[src/omb_defs.svh]
/*
 * Constants of the ordinary memory bus interface: area codes, access
 * size codes, line size and the software wait lookup.
 * Assumes little-endian byte lanes and a 32-bit physical address.
 */
`ifndef OMB_DEFS_SVH
`define OMB_DEFS_SVH

// Area field position in the physical address
`define OMB_AREA_HI    28
`define OMB_AREA_LO    26
`define OMB_AREA4      3'h4
`define OMB_AREA5      3'h5
`define OMB_AREA6      3'h6
// Card space split: low half memory card, high half I/O card
`define OMB_IO_BIT     25
`define OMB_ADDR_W     26

// Size and width codes; zero reads as longword
`define OMB_SZ_NONE    2'h0
`define OMB_SZ_BYTE    2'h1
`define OMB_SZ_WORD    2'h2
`define OMB_SZ_LONG    2'h3

// Cache line transfer
`define OMB_LINE_BYTES 5'h10
`define OMB_LINE_MASK  32'hFFFFFFF0

// Wait cycles by code {extra bit, field}: 0..10 plain, up to 38 for cards
`define OMB_WAIT_TAB   {6'h26, 6'h22, 6'h1E, 6'h1A, 6'h16, 6'h12, 6'h0E, 6'h0C, \
                        6'h0A, 6'h08, 6'h06, 6'h04, 6'h03, 6'h02, 6'h01, 6'h00}
`define OMB_CNT_ONE    6'h01
`define OMB_CNT_ZERO   6'h00

`endif

[src/omb_pkg.sv]
/*
 * Types of the ordinary memory bus interface.
 * Assumes nothing beyond the constants header.
 */
package omb_pkg;

    // Bus cycle states, one-hot
    typedef enum logic [5:0] {
        OMB_IDLE  = 6'h01,
        OMB_T1    = 6'h02,
        OMB_SETUP = 6'h04,
        OMB_WAIT  = 6'h08,
        OMB_T2    = 6'h10,
        OMB_HOLD  = 6'h20
    } omb_state_t;

endpackage

[src/omb_ordinary_bus.sv]
/*
 * Ordinary memory bus interface for areas 4 to 6: area decode, chip
 * selects, read strobe, byte write strobes, card enables and card I/O
 * strobes, software waits, card setup/hold and external wait sampling.
 * Assumes a core that holds its request steady until done_o, and static
 * memories or cards on the pins; configuration inputs come from
 * registers on the same clock.
 */
`timescale 1ns/1ps
`include "omb_defs.svh"

module omb_ordinary_bus (
    // Clock and reset
    input  wire logic                   clk_i,
    input  wire logic                   rst_i,
    // Core request
    input  wire logic                   req_i,
    input  wire logic [31:0]            addr_i,
    input  wire logic                   write_i,
    input  wire logic [1:0]             size_i,
    input  wire logic                   burst_i,
    input  wire logic                   dma16_i,
    input  wire logic [127:0]           wdata_i,
    // Core answer
    output logic                        ready_o,
    output logic                        beat_ack_o,
    output logic                        done_o,
    output logic                        err_o,
    output logic [31:0]                 rdata_o,
    // Area configuration
    input  wire logic [1:0]             area4_width_field_i,
    input  wire logic [2:0]             area4_wait_field_i,
    input  wire logic [1:0]             area5_width_field_i,
    input  wire logic [2:0]             area5_wait_field_i,
    input  wire logic                   area5_card_mode_i,
    input  wire logic                   area5_card_wait_extra_bit_i,
    input  wire logic [2:0]             area5_strobe_delay_field_i,
    input  wire logic [2:0]             area5_strobe_hold_field_i,
    input  wire logic [1:0]             area6_width_field_i,
    input  wire logic [2:0]             area6_wait_field_i,
    input  wire logic                   area6_card_mode_i,
    input  wire logic                   area6_card_wait_extra_bit_i,
    input  wire logic [2:0]             area6_strobe_delay_field_i,
    input  wire logic [2:0]             area6_strobe_hold_field_i,
    input  wire logic                   wait_edge_select_i,
    // Memory pins
    output logic [`OMB_ADDR_W-1:0]      addr_o,
    output logic                        area4_chip_select_n_o,
    output logic                        area5_chip_select_n_o,
    output logic                        area6_chip_select_n_o,
    output logic                        read_strobe_n_o,
    output logic [3:0]                  byte_write_strobe_n_o,
    output logic                        bus_start_strobe_n_o,
    // Card pins
    output logic                        card_a_enable_low_n_o,
    output logic                        card_a_enable_high_n_o,
    output logic                        card_b_enable_low_n_o,
    output logic                        card_b_enable_high_n_o,
    output logic                        card_io_read_strobe_n_o,
    output logic                        card_io_write_strobe_n_o,
    // Data and wait pins
    input  wire logic [31:0]            data_i,
    output logic [31:0]                 data_o,
    output logic                        data_oe_n_o,
    input  wire logic                   ext_wait_n_i
);

    ////////////////////////////////////////////////////////////////////////
    // Helper functions

    // Bytes moved by a size code
    function automatic logic [4:0] bytes_of(input logic [1:0] sz);
        logic [4:0] b;
        b = 5'h4;
        if (sz == `OMB_SZ_BYTE) begin
            b = 5'h1;
        end else if (sz == `OMB_SZ_WORD) begin
            b = 5'h2;
        end
        return b;
    endfunction

    // Unused code zero counts as longword
    function automatic logic [1:0] norm_sz(input logic [1:0] sz);
        return (sz == `OMB_SZ_NONE) ? `OMB_SZ_LONG : sz;
    endfunction

    // Wait cycles for a four-bit wait code
    function automatic logic [5:0] wait_cycles(input logic [3:0] code);
        logic [95:0] tab;
        tab = `OMB_WAIT_TAB;
        return tab[6*code +: 6];
    endfunction

    // Lane pattern of an access at lane zero
    function automatic logic [3:0] lane_base(input logic [1:0] sz);
        logic [3:0] m;
        m = 4'hF;
        if (sz == `OMB_SZ_BYTE) begin
            m = 4'h1;
        end else if (sz == `OMB_SZ_WORD) begin
            m = 4'h3;
        end
        return m;
    endfunction

    ////////////////////////////////////////////////////////////////////////
    // State and transfer context

    omb_pkg::omb_state_t state;
    omb_pkg::omb_state_t next_state;
    logic [5:0]          cnt;
    logic [5:0]          next_cnt;
    logic [31:0]         cur_addr;
    logic [31:0]         next_addr;
    logic [4:0]          beats_left;
    logic [4:0]          next_beats;
    logic [2:0]          area;
    logic                card;
    logic                wr;
    logic [1:0]          width;
    logic [1:0]          tsize;
    logic [5:0]          wcnt;
    logic [2:0]          ted;
    logic [2:0]          teh;
    logic                ign;
    logic                bs;
    logic                stb;
    logic                t2_late;

    // Wait pin synchronisers, rising and falling edge
    logic                wp1;
    logic                wp2;
    logic                wp3;
    logic                wait_pos;
    logic                wn1;
    logic                wn2;
    logic                wn3;
    logic                wait_neg;

    ////////////////////////////////////////////////////////////////////////
    // Request decode

    wire [2:0] req_area = addr_i[`OMB_AREA_HI:`OMB_AREA_LO];       // Upper bits are shadows
    wire       hit4     = (req_area == `OMB_AREA4);
    wire       hit5     = (req_area == `OMB_AREA5);
    wire       hit6     = (req_area == `OMB_AREA6);
    wire       hit_any  = hit4 | hit5 | hit6;

    // Area 4 never takes the card path
    wire       req_card = (hit5 & area5_card_mode_i) | (hit6 & area6_card_mode_i);

    // Width: cards stop at word
    wire [1:0] raw_w    = hit4 ? area4_width_field_i : (hit5 ? area5_width_field_i : area6_width_field_i);
    wire [1:0] norm_w   = norm_sz(raw_w);
    wire [1:0] req_w    = (req_card && norm_w == `OMB_SZ_LONG) ? `OMB_SZ_WORD : norm_w;

    // Wait code; the extra bit only counts for cards
    wire [2:0] req_wf   = hit4 ? area4_wait_field_i : (hit5 ? area5_wait_field_i : area6_wait_field_i);
    wire       req_wx   = req_card & (hit5 ? area5_card_wait_extra_bit_i : area6_card_wait_extra_bit_i);
    wire [5:0] req_wcnt = wait_cycles({req_wx, req_wf});

    // Card setup and hold fields
    wire [2:0] req_ted  = req_card ? (hit5 ? area5_strobe_delay_field_i : area6_strobe_delay_field_i) : 3'h0;
    wire [2:0] req_teh  = req_card ? (hit5 ? area5_strobe_hold_field_i : area6_strobe_hold_field_i) : 3'h0;

    // Line transfers use longword units, others their own size
    wire [1:0] req_ts   = burst_i ? `OMB_SZ_LONG : norm_sz(size_i);
    wire [4:0] req_tot  = burst_i ? `OMB_LINE_BYTES : bytes_of(req_ts);
    wire [4:0] req_wb   = bytes_of(req_w);
    wire [4:0] req_bts  = 5'((req_tot + req_wb - 5'h1) >> (req_w - `OMB_SZ_BYTE));
    wire [31:0] req_adr = burst_i ? (addr_i & `OMB_LINE_MASK) : addr_i;
    wire       req_ign  = dma16_i | (burst_i & write_i);

    ////////////////////////////////////////////////////////////////////////
    // Beat decode

    wire [1:0] beat_sz  = (wr && tsize < width) ? tsize : width;
    wire [4:0] beat_b   = bytes_of(beat_sz);
    wire [1:0] wmask    = 2'(bytes_of(width) - 5'h1);
    wire [1:0] bmask    = 2'(beat_b - 5'h1);
    wire [1:0] lane_ofs = cur_addr[1:0] & wmask & ~bmask;
    wire [3:0] lanes    = 4'(lane_base(beat_sz) << lane_ofs);
    wire       io_sp    = card & cur_addr[`OMB_IO_BIT];
    wire       has_hold = card & (teh != 3'h0);
    wire       has_setup = card & (ted != 3'h0);
    wire       cnt_last = (cnt == `OMB_CNT_ONE);
    wire       wait_seen = wait_edge_select_i ? ~wait_neg : ~wait_pos;
    wire       leave_beat = (state == omb_pkg::OMB_T2 & ~has_hold) |
                            (state == omb_pkg::OMB_HOLD & cnt_last);
    wire       last_beat = (beats_left == 5'h1);
    wire       take     = req_i & ready_o;
    wire [3:0] next_ofs = next_addr[3:0] & ~{2'h0, 2'(bytes_of(state == omb_pkg::OMB_IDLE ? req_w : width)
                                                    - 5'h1)};

    ////////////////////////////////////////////////////////////////////////
    // Cycle sequencer

    always_comb begin
        next_state = state;
        next_cnt   = cnt;
        next_addr  = cur_addr;
        next_beats = beats_left;
        case (state)
            omb_pkg::OMB_IDLE: begin
                if (req_i && hit_any) begin
                    next_state = omb_pkg::OMB_T1;
                    next_addr  = req_adr;
                    next_beats = req_bts;
                end
            end
            omb_pkg::OMB_T1: begin
                if (has_setup) begin
                    next_state = omb_pkg::OMB_SETUP;
                    next_cnt   = {3'h0, ted};
                end else if (wcnt != `OMB_CNT_ZERO) begin
                    next_state = omb_pkg::OMB_WAIT;
                    next_cnt   = wcnt;
                end else begin
                    next_state = omb_pkg::OMB_T2;
                end
            end
            omb_pkg::OMB_SETUP: begin
                if (!cnt_last) begin
                    next_cnt = cnt - `OMB_CNT_ONE;
                end else if (wcnt != `OMB_CNT_ZERO) begin
                    next_state = omb_pkg::OMB_WAIT;
                    next_cnt   = wcnt;
                end else begin
                    next_state = omb_pkg::OMB_T2;
                end
            end
            omb_pkg::OMB_WAIT: begin
                if (!cnt_last) begin
                    next_cnt = cnt - `OMB_CNT_ONE;
                end else if (!(wait_seen && !ign)) begin
                    next_state = omb_pkg::OMB_T2;
                end
            end
            omb_pkg::OMB_T2: begin
                if (has_hold) begin
                    next_state = omb_pkg::OMB_HOLD;
                    next_cnt   = {3'h0, teh};
                end
            end
            omb_pkg::OMB_HOLD: begin
                if (!cnt_last) begin
                    next_cnt = cnt - `OMB_CNT_ONE;
                end
            end
            default: begin
                next_state = omb_pkg::OMB_IDLE;
            end
        endcase
        // Next beat follows at once; the bus is kept to the end
        if (leave_beat) begin
            next_addr  = cur_addr + {27'h0, beat_b};
            next_beats = beats_left - 5'h1;
            next_state = last_beat ? omb_pkg::OMB_IDLE : omb_pkg::OMB_T1;
        end
    end

    // Sequencer registers
    always_ff @(posedge clk_i or posedge rst_i) begin
        if (rst_i) begin
            state      <= omb_pkg::OMB_IDLE;
            cnt        <= `OMB_CNT_ZERO;
            cur_addr   <= 32'h0;
            beats_left <= 5'h0;
        end else begin
            state      <= next_state;
            cnt        <= next_cnt;
            cur_addr   <= next_addr;
            beats_left <= next_beats;
        end
    end

    // Transfer context, caught when a request is taken
    always_ff @(posedge clk_i or posedge rst_i) begin
        if (rst_i) begin
            area  <= 3'h0;
            card  <= 1'b0;
            wr    <= 1'b0;
            width <= `OMB_SZ_LONG;
            tsize <= `OMB_SZ_LONG;
            wcnt  <= `OMB_CNT_ZERO;
            ted   <= 3'h0;
            teh   <= 3'h0;
            ign   <= 1'b0;
        end else if (take && hit_any) begin
            area  <= req_area;
            card  <= req_card;
            wr    <= write_i;
            width <= req_w;
            tsize <= req_ts;
            wcnt  <= req_wcnt;
            ted   <= req_ted;
            teh   <= req_teh;
            ign   <= req_ign;
        end
    end

    ////////////////////////////////////////////////////////////////////////
    // Core answers

    assign ready_o = (state == omb_pkg::OMB_IDLE);

    // Beat data, beat and end pulses
    always_ff @(posedge clk_i or posedge rst_i) begin
        if (rst_i) begin
            rdata_o    <= 32'h0;
            beat_ack_o <= 1'b0;
            done_o     <= 1'b0;
            err_o      <= 1'b0;
        end else begin
            if (state == omb_pkg::OMB_T2) begin
                rdata_o <= data_i;
            end
            beat_ack_o <= (state == omb_pkg::OMB_T2);
            done_o     <= (leave_beat & last_beat) | (take & ~hit_any);
            err_o      <= take & ~hit_any;
        end
    end

    ////////////////////////////////////////////////////////////////////////
    // Pin timing

    // Address, bus start and write data change on the rising edge
    always_ff @(posedge clk_i or posedge rst_i) begin
        if (rst_i) begin
            addr_o      <= '0;
            bs          <= 1'b0;
            data_o      <= 32'h0;
            data_oe_n_o <= 1'b1;
        end else begin
            addr_o      <= next_addr[`OMB_ADDR_W-1:0];
            bs          <= (next_state == omb_pkg::OMB_T1);
            data_oe_n_o <= ~((next_state != omb_pkg::OMB_IDLE) &
                             (state == omb_pkg::OMB_IDLE ? write_i : wr));
            if (next_state == omb_pkg::OMB_T1) begin
                data_o <= 32'(wdata_i >> {next_ofs, 3'h0});
            end
        end
    end

    // Strobe window seen from the rising edge; it closes halfway through the
    // second state, before the address moves on to the next beat
    wire stb_phase = (state == omb_pkg::OMB_T1 & ~has_setup) |
                     (state == omb_pkg::OMB_SETUP & cnt_last) |
                     (state == omb_pkg::OMB_WAIT);

    // Falling edge copies give the half-cycle offsets
    always_ff @(negedge clk_i or posedge rst_i) begin
        if (rst_i) begin
            stb     <= 1'b0;
            t2_late <= 1'b0;
        end else begin
            stb     <= stb_phase;
            t2_late <= (state == omb_pkg::OMB_T2);
        end
    end

    // Plain memory select drops halfway through the second state
    wire cs_on = (state != omb_pkg::OMB_IDLE) &
                 ~(~card & state == omb_pkg::OMB_T2 & t2_late);

    // Area chip selects
    assign area4_chip_select_n_o = ~(cs_on & area == `OMB_AREA4);
    assign area5_chip_select_n_o = ~(cs_on & ~card & area == `OMB_AREA5);
    assign area6_chip_select_n_o = ~(cs_on & ~card & area == `OMB_AREA6);

    // Card enables by byte lane
    assign card_a_enable_low_n_o  = ~(cs_on & card & area == `OMB_AREA5 & lanes[0]);
    assign card_a_enable_high_n_o = ~(cs_on & card & area == `OMB_AREA5 & lanes[1]);
    assign card_b_enable_low_n_o  = ~(cs_on & card & area == `OMB_AREA6 & lanes[0]);
    assign card_b_enable_high_n_o = ~(cs_on & card & area == `OMB_AREA6 & lanes[1]);

    // Read and write strobes
    assign read_strobe_n_o          = ~(stb & ~wr & ~io_sp);
    assign byte_write_strobe_n_o    = ~(({4{stb & wr & ~card}} & lanes) |
                                        {2'h0, stb & wr & card & ~io_sp, 1'b0});
    assign card_io_read_strobe_n_o  = ~(stb & ~wr & io_sp);
    assign card_io_write_strobe_n_o = ~(stb & wr & io_sp);
    assign bus_start_strobe_n_o     = ~bs;

    ////////////////////////////////////////////////////////////////////////
    // External wait input

    // Rising edge chain; level moves when stages two and three agree
    always_ff @(posedge clk_i or posedge rst_i) begin
        if (rst_i) begin
            wp1      <= 1'b1;
            wp2      <= 1'b1;
            wp3      <= 1'b1;
            wait_pos <= 1'b1;
        end else begin
            wp1 <= ext_wait_n_i;
            wp2 <= wp1;
            wp3 <= wp2;
            if (wp2 == wp3) begin
                wait_pos <= wp3;
            end
        end
    end

    // Falling edge chain; a missed edge is taken at the next one
    always_ff @(negedge clk_i or posedge rst_i) begin
        if (rst_i) begin
            wn1      <= 1'b1;
            wn2      <= 1'b1;
            wn3      <= 1'b1;
            wait_neg <= 1'b1;
        end else begin
            wn1 <= ext_wait_n_i;
            wn2 <= wn1;
            wn3 <= wn2;
            if (wn2 == wn3) begin
                wait_neg <= wn3;
            end
        end
    end

endmodule

[config.mk]
export PLATFORM = sky130hd
export DESIGN_NAME = omb_ordinary_bus
export DESIGN_NICKNAME = d
export VERILOG_FILES = /design/src/omb_pkg.sv /design/src/omb_ordinary_bus.sv
export VERILOG_INCLUDE_DIRS = /design/src /design/src/src
export SDC_FILE = /design/constraint.sdc
export NUM_CORES = 1
export LEC_CHECK = 0
export BUFFER_PORTS_ARGS = -buffer_cell sky130_fd_sc_hd__buf_2
export CAP_MARGIN = 20
export CORE_MARGIN = 2
export CORE_UTILIZATION = 52
export CTS_CLUSTER_DIAMETER = 60
export DETAILED_ROUTE_END_ITERATION = 8
export PLACE_DENSITY = 0.81
export SYNTH_ARGS = -nofsm -noshare
export SYNTH_HDL_FRONTEND = slang
export SYNTH_SLANG_ARGS = --single-unit
[constraint.sdc]
create_clock -name clk_i -period 6.55 [get_ports clk_i]
set_clock_uncertainty 0.05 [all_clocks]
set_input_delay 1.31 -clock clk_i [delete_from_list [all_inputs] [get_ports clk_i]]
set_output_delay 1.31 -clock clk_i [all_outputs]
set_load 0.01 [all_outputs]
==> flow_summary.ini, run 1 <==
[clocking]
htreeDepth = 4
cts_num_sinks = 144
cts_buffers = 17
cts.clk_slew.worst_paths_ns = 0.05
cts_root_buf = clkbuf_16
cts_setup_buffers = 0
cts_tree = done
clock_latency_ns = 0.46
cts_hold_buf = 0
cts_repair_resize_count = 0
clockBufferDepth = 2

[cells_and_area]
seq_area_mm2 = 0.00362
nets = 1835
num-fill-cells = 1678
final_cell_mix = 339 x buf_2, 300 x nand2_1, 131 x mux2i_1
utilization_pct = 66.0
multi_input_area_mm2 = 0.00629
syn2layout_area_growth_pct = 23.5
drive_gt1_share_pct = 27.2
final_common_cell = buf_2

[pwr]
p_seq_share_pct = 33.3
ir_drop_v = 0.000187
switchingPower_mw = 1.68
power.internal_mw = 2.33
sw_frac_of_total_pct = 41.9
p_leak_nw = 6.16
clkPwrFrac_pct = 25.7
p_comb_share_pct = 40.9
p_per_area_mw_per_mm2 = 310

[worst_setup_path]
end_kind = output pin
critPathKind = reg -> out
r2r_cells = 16
startpoint_type = register
r2r-end = data_o[1]
regToRegSetupSlack_ns = 1.33
crit_fanout = 4
cp-startpoint = stb
regToRegStartpoint = width[1]
crit_end = byte_write_strobe_n_o[2]
required_ns = 5.19
worstPathArrival_ns = 4.83

[sta]
setup_violations = 0
slew_headroom_pct = 26.2
final-hold-violation-count = 0
tightest_slew_ns = 1.11
drv_slew = 0
rsz0062_at_grt = false
fin_tns_setup_ns = 0

[yosys]
ys_seq_elements = 144
synth.cell_area_mm2 = 0.0105
ys.flop_type = dfrtp_1
synth-warning-count = 0
ys_seq_area_share_pct = 34.6
synthCells = 1274
synth_edf_count = 0
synthArstFlopShare_pct = 100
syn_avg_cell_area_um2 = 8.22
syn_nets = 1533
synth.distinct_cells = 86

[global_route]
grt_overflow = 0
grt_pass1_wl_um = 54900
grt_use_total_pct = 31.8
grt_pass1_vias = 10900
antenna_found_initial = 8
grt_max_degree = 88

[placed_design]
port_buffers = 339
globalplace.congestion = 0.964
dp_hpwl_um = 25100

[die]
coreArea_mm2 = 0.0196
start_util_pct = 53.5
die_height_um = 146
die_x_um = 146
rows = 51
dieArea_mm2 = 0.0213
pin_count = 343

[route]
antenna_left = 0
drt_iter0_markers = 894
vias = 11200
post-route-drc-count = 0
viasPerCell = 5.99
firstDrtPassIters = 8
routedWlPerCell_um = 18.4
wl_um = 34400

[run_status]
status = finished clean

[run]
max_cap_viol_count = 0

[worst_hold_path]
holdCritPathClass = reg -> reg
## cells in the mapped netlist, types with 16 or more instances
cell type	count	share of area (%)
nand2_1	300	11
mux2i_1	131	13
dfrtp_1	128	31
o21ai_0	83	4.0
a21oi_1	78	3.7
nand3_1	48	2.3
nor2_1	48	1.7
inv_1	39	1.4
o22ai_1	39	2.3
clkbuf_1	35	1.3
ha_1	24	2.9
nor3_1	20	0.96
and3_1	17	1.0
a211oi_1	16	1.1
buf_2	16	0.76
## through the flow
stage          setup slack [ns]  hold slack (ns)  area (um2)  cells  power [mW]
2_1_floorplan             0.231            0.295       10500   1274        2.39
3_3_place_gp              0.770            0.297       12300   1819        2.91
3_5_place_dp              0.667            0.297       12300   1819        2.95
4_1_cts                   0.381            0.298       12900   1854        3.99
5_1_grt                   0.256            0.301       12900   1861        4.25
6_report                  0.361            0.293       12900   1865        4.00
## metal layers
metal,share of wire (%),track usage [%],vias to the layer above
li1,-,-,5235
met4,4.3,17.2,0
met3,8.0,6.11,108
met1,41,40.8,5247
met5,0,0,-
met2,47,51.0,590
## final cells by class
type / instances / share of cell area [%]
timing repair buffer: 358 / 14.4
clock buffer: 17 / 3.29
antenna: 11 / 0.213
multi-input combinational: 1011 / 48.6
tap: 265 / 2.56
sequential: 144 / 28.0
clock inverter: 19 / 1.73
inverter: 40 / 1.20
## worst min path at each step
stage | cells past startpoint | slack (ns) | endpoint | startpoint
after floorplan | 0 | 0.30 | wn2 | wn1
after global placement | 0 | 0.30 | wp2 | wp1
after detailed placement | 0 | 0.30 | wn2 | wn1
after CTS | 0 | 0.30 | wn2 | wn1
after global routing | 0 | 0.30 | wn2 | wn1
final | 0 | 0.29 | wn2 | wn1
## flip-flops by register name, indices dropped and copies added (netlist names), 2 cells and up
signal / cells
rdata_o: 32
wcnt: 6
state: 6
data_o: 32
cur_addr: 26
cnt: 6
beats_left: 5
width: 2
teh: 3
ted: 3
area: 3
tsize: 2
## worst max-delay path: stages (launching register included)
cell and delay (ns):
dfrtn_1 0.45, nand2_1 0.09, a311oi_1 0.30, o21ai_0 0.15, buf_2 0.16
## power by group through the flow
| stage | logic (mW) | registers [mW] | clock network, mW |
|---|---|---|---|
| after floorplan | 1.01 | 1.37 | 0.00475 |
| after global placement | 1.57 | 1.34 | 0.00475 |
| after detailed placement | 1.61 | 1.34 | 0.00475 |
| after CTS | 1.62 | 1.33 | 1.04 |
| after global routing | 1.79 | 1.36 | 1.09 |
| final | 1.64 | 1.34 | 1.03 |
## cell families after synthesis
family,after synthesis,synth area share (%)
flip-flops,144,34.6
AO/OA/AOI/OAI,337,21.0
buffers and inverters,119,5.65
multiplexers,135,13.1
AND/OR/NAND/NOR,507,21.9
XOR/XNOR,4,0.335
adder cells (fa/ha/maj),28,3.44
No activity file was read; power rests on OpenSTA's default activity.
==> run 2, diff against run 1 <==
--- a/config.mk
+++ b/config.mk
@@ -6,10 +6,11 @@
 export SDC_FILE = /design/constraint.sdc
 export NUM_CORES = 1
 export LEC_CHECK = 0
+export ABC_AREA = 1
 export BUFFER_PORTS_ARGS = -buffer_cell sky130_fd_sc_hd__buf_2
 export CAP_MARGIN = 20
 export CORE_MARGIN = 2
-export CORE_UTILIZATION = 52
+export CORE_UTILIZATION = 53
 export CTS_CLUSTER_DIAMETER = 60
 export DETAILED_ROUTE_END_ITERATION = 8
 export PLACE_DENSITY = 0.81
==> run 2 against run 1 <==
Non-clock buffer count is the same; clock power shrank 4%; die area grew 6.7%; first-iteration DRC count grew 36%; critical path depth shrank 1; register-to-register slack gained 0.24 ns; clock-buffer cell count is the same; combinational power grew to 3.0 times the previous value; sequential share of layout area shrank 1.7 points; highest routed layer is now met5; hold slack gained 0.014 ns.
==> flow_summary.ini, run 2 <==
[clocking]
cts_hold_buf = 0
htreeDepth = 4
cts.clk_slew.worst_paths_ns = 0.05
cts_num_sinks = 144
clock_latency_ns = 0.45
cts_buffers = 17
cts_tree = done
cts_root_buf = clkbuf_16
cts_setup_buffers = 0
cts_repair_resize_count = 0
clockBufferDepth = 2

[yosys]
synth.cell_area_mm2 = 0.0114
yosys.area.top_type_share_pct = 28.1
synth-warning-count = 0
synthTopCellsByArea = dfrtp_1 28%, nand2_1 20%, nand3_1 16%
yosysMostFrequentCell = nand2_1
synthCells = 1817
synthArstFlopShare_pct = 100
synth_top_area_cell = dfrtp_1
ys_seq_area_share_pct = 31.7
synth.distinct_cells = 54
ys_seq_elements = 144
synthTopCellsByCount = 619 x nand2_1, 361 x nand3_1, 150 x inv_1, 149 x nor2_1, 128 x dfrtp_1
ys.flop_type = dfrtp_1
syn_nets = 2076
syn_avg_cell_area_um2 = 6.28
synth_edf_count = 0

[route]
drt_iter0_markers = 1218
viasPerCell = 5.53
antenna_left = 0
post-route-drc-count = 0
wl_um = 37300
routedWlPerCell_um = 15.6
vias = 13200
firstDrtPassIters = 6

[pwr]
p_leak_nw = 7.52
ir_drop_v = 0.000520
p_per_area_mw_per_mm2 = 539

[worst_setup_path]
end_kind = output pin
startpoint_type = register
r2r_cells = 5
crit_end = card_a_enable_high_n_o
worstPathArrival_ns = 4.88
cp-startpoint = t2_late
r2r-end = stb
regToRegStartpoint = card
required_ns = 5.19
regToRegSetupSlack_ns = 1.57
crit_fanout = 7
critPathKind = reg -> out

[global_route]
grt_pass1_vias = 11900
antenna_found_initial = 1
grt_pass1_wl_um = 57800
grt_use_total_pct = 31.7
grt_overflow = 0
grt_max_degree = 117

[die]
die_height_um = 151
rows = 53
dieArea_mm2 = 0.0227
die_x_um = 151
pin_count = 343
coreArea_mm2 = 0.0211
start_util_pct = 54.1

[placed_design]
globalplace.congestion = 0.904
place_area_mm2 = 0.0131
port_buffers = 339
dp_hpwl_um = 26400
place_ws_ns = 0.740

[worst_hold_path]
min_from = wn1
holdCritPathClass = reg -> reg

[cells_and_area]
syn2layout_area_growth_pct = 20.7
nets = 2355
largestRegisters = data_o (32), rdata_o (32), cur_addr (26)
postLayoutCellArea_mm2 = 0.0138
drive_gt1_share_pct = 20.8
antenna_cells = 0
final_cell_mix = 619 x nand2_1, 361 x nand3_1, 339 x buf_2
final_common_cell = nand2_1

[sta]
setup_violations = 0
tightest_slew_ns = 1.18
drv_slew = 0
rsz0062_at_grt = false
hold_ws_ns = 0.307
setup_slack_ns = 0.307
fin_tns_setup_ns = 0
slew_headroom_pct = 21.5
final-hold-violation-count = 0

[run_status]
status = finished clean

[run]
max_cap_viol_count = 0
-- run 2: changes by cell type in the layout (fill, tap and decap cells not counted), sizes merged, moves of 16 or more --
| cell | change |
|---|---|
| inv | +118 |
| nor2 | +109 |
| mux2i | -130 |
| and3 | -16 |
| nand3 | +314 |
| o22ai | -30 |
| a211oi | -17 |
| nand2 | +325 |
| o21ai | -17 |
| a21oi | -30 |
-- run 2: critical path: stages (launching register included) --
cell and delay (ns):
dfrtn_1 0.33, a31oi_1 0.49, nand4_1 0.20, buf_2 0.20
-- run 2: layout make-up --
cell class | instances | area (um2)
inverters | 162 | 612
multi-input cells | 1409 | 6700
fillers | 1940 | 7310
repair buffers | 358 | 1860
clock buffers | 17 | 425
well taps | 275 | 344
clock inverters | 19 | 205
flip-flops and latches | 144 | 3620
-- run 2: through the flow --
step	std cells	power, mW	utilization (%)
floorplan	1817	5.10	-
finish	2384	7.43	65.3
global placement	2348	6.22	62.3
CTS	2383	7.34	65.2
detailed placement	2348	6.33	62.3
global route	2384	8.09	65.3
-- run 2: logic make-up (layout without fill, tap and decap cells) --
family	after synthesis	count (layout)	synth area share [%]
and+or+nand+nor	1185	1185	44.7
buffers and inverters	264	556	9.70
AOI/OAI and AO/OA	174	174	8.99
DFF	144	144	31.7
adders and majority gates	28	28	3.16
xor gates and xnor gates	19	19	1.46
muxes	3	3	0.285
-- run 2: how the worst min path moves through the flow --
stage	endpoint	slack (ns)	cells after the start
after floorplan	wn2	0.30	0
after global placement	wn2	0.30	0
after detailed placement	wn2	0.30	0
after CTS	wp2	0.31	0
after global routing	wn2	0.31	0
final	wn2	0.31	0
-- run 2: report_power, final --
part / internal [mW] / leakage (nW) / switching (mW)
logic: 1.59 / 5.51 / 3.34
clock network: 0.521 / 0.316 / 0.468
registers: 1.24 / 1.69 / 0.275
-- run 2: per-layer routing --
metal | GRT usage, % | up-vias | routed length (um)
met3 | 5.45 | 83 | 3390
met1 | 41.2 | 5930 | 15300
met2 | 53.2 | 704 | 17500
met5 | 0 | - | 16
li1 | - | 6466 | -
met4 | 11.7 | 2 | 1100
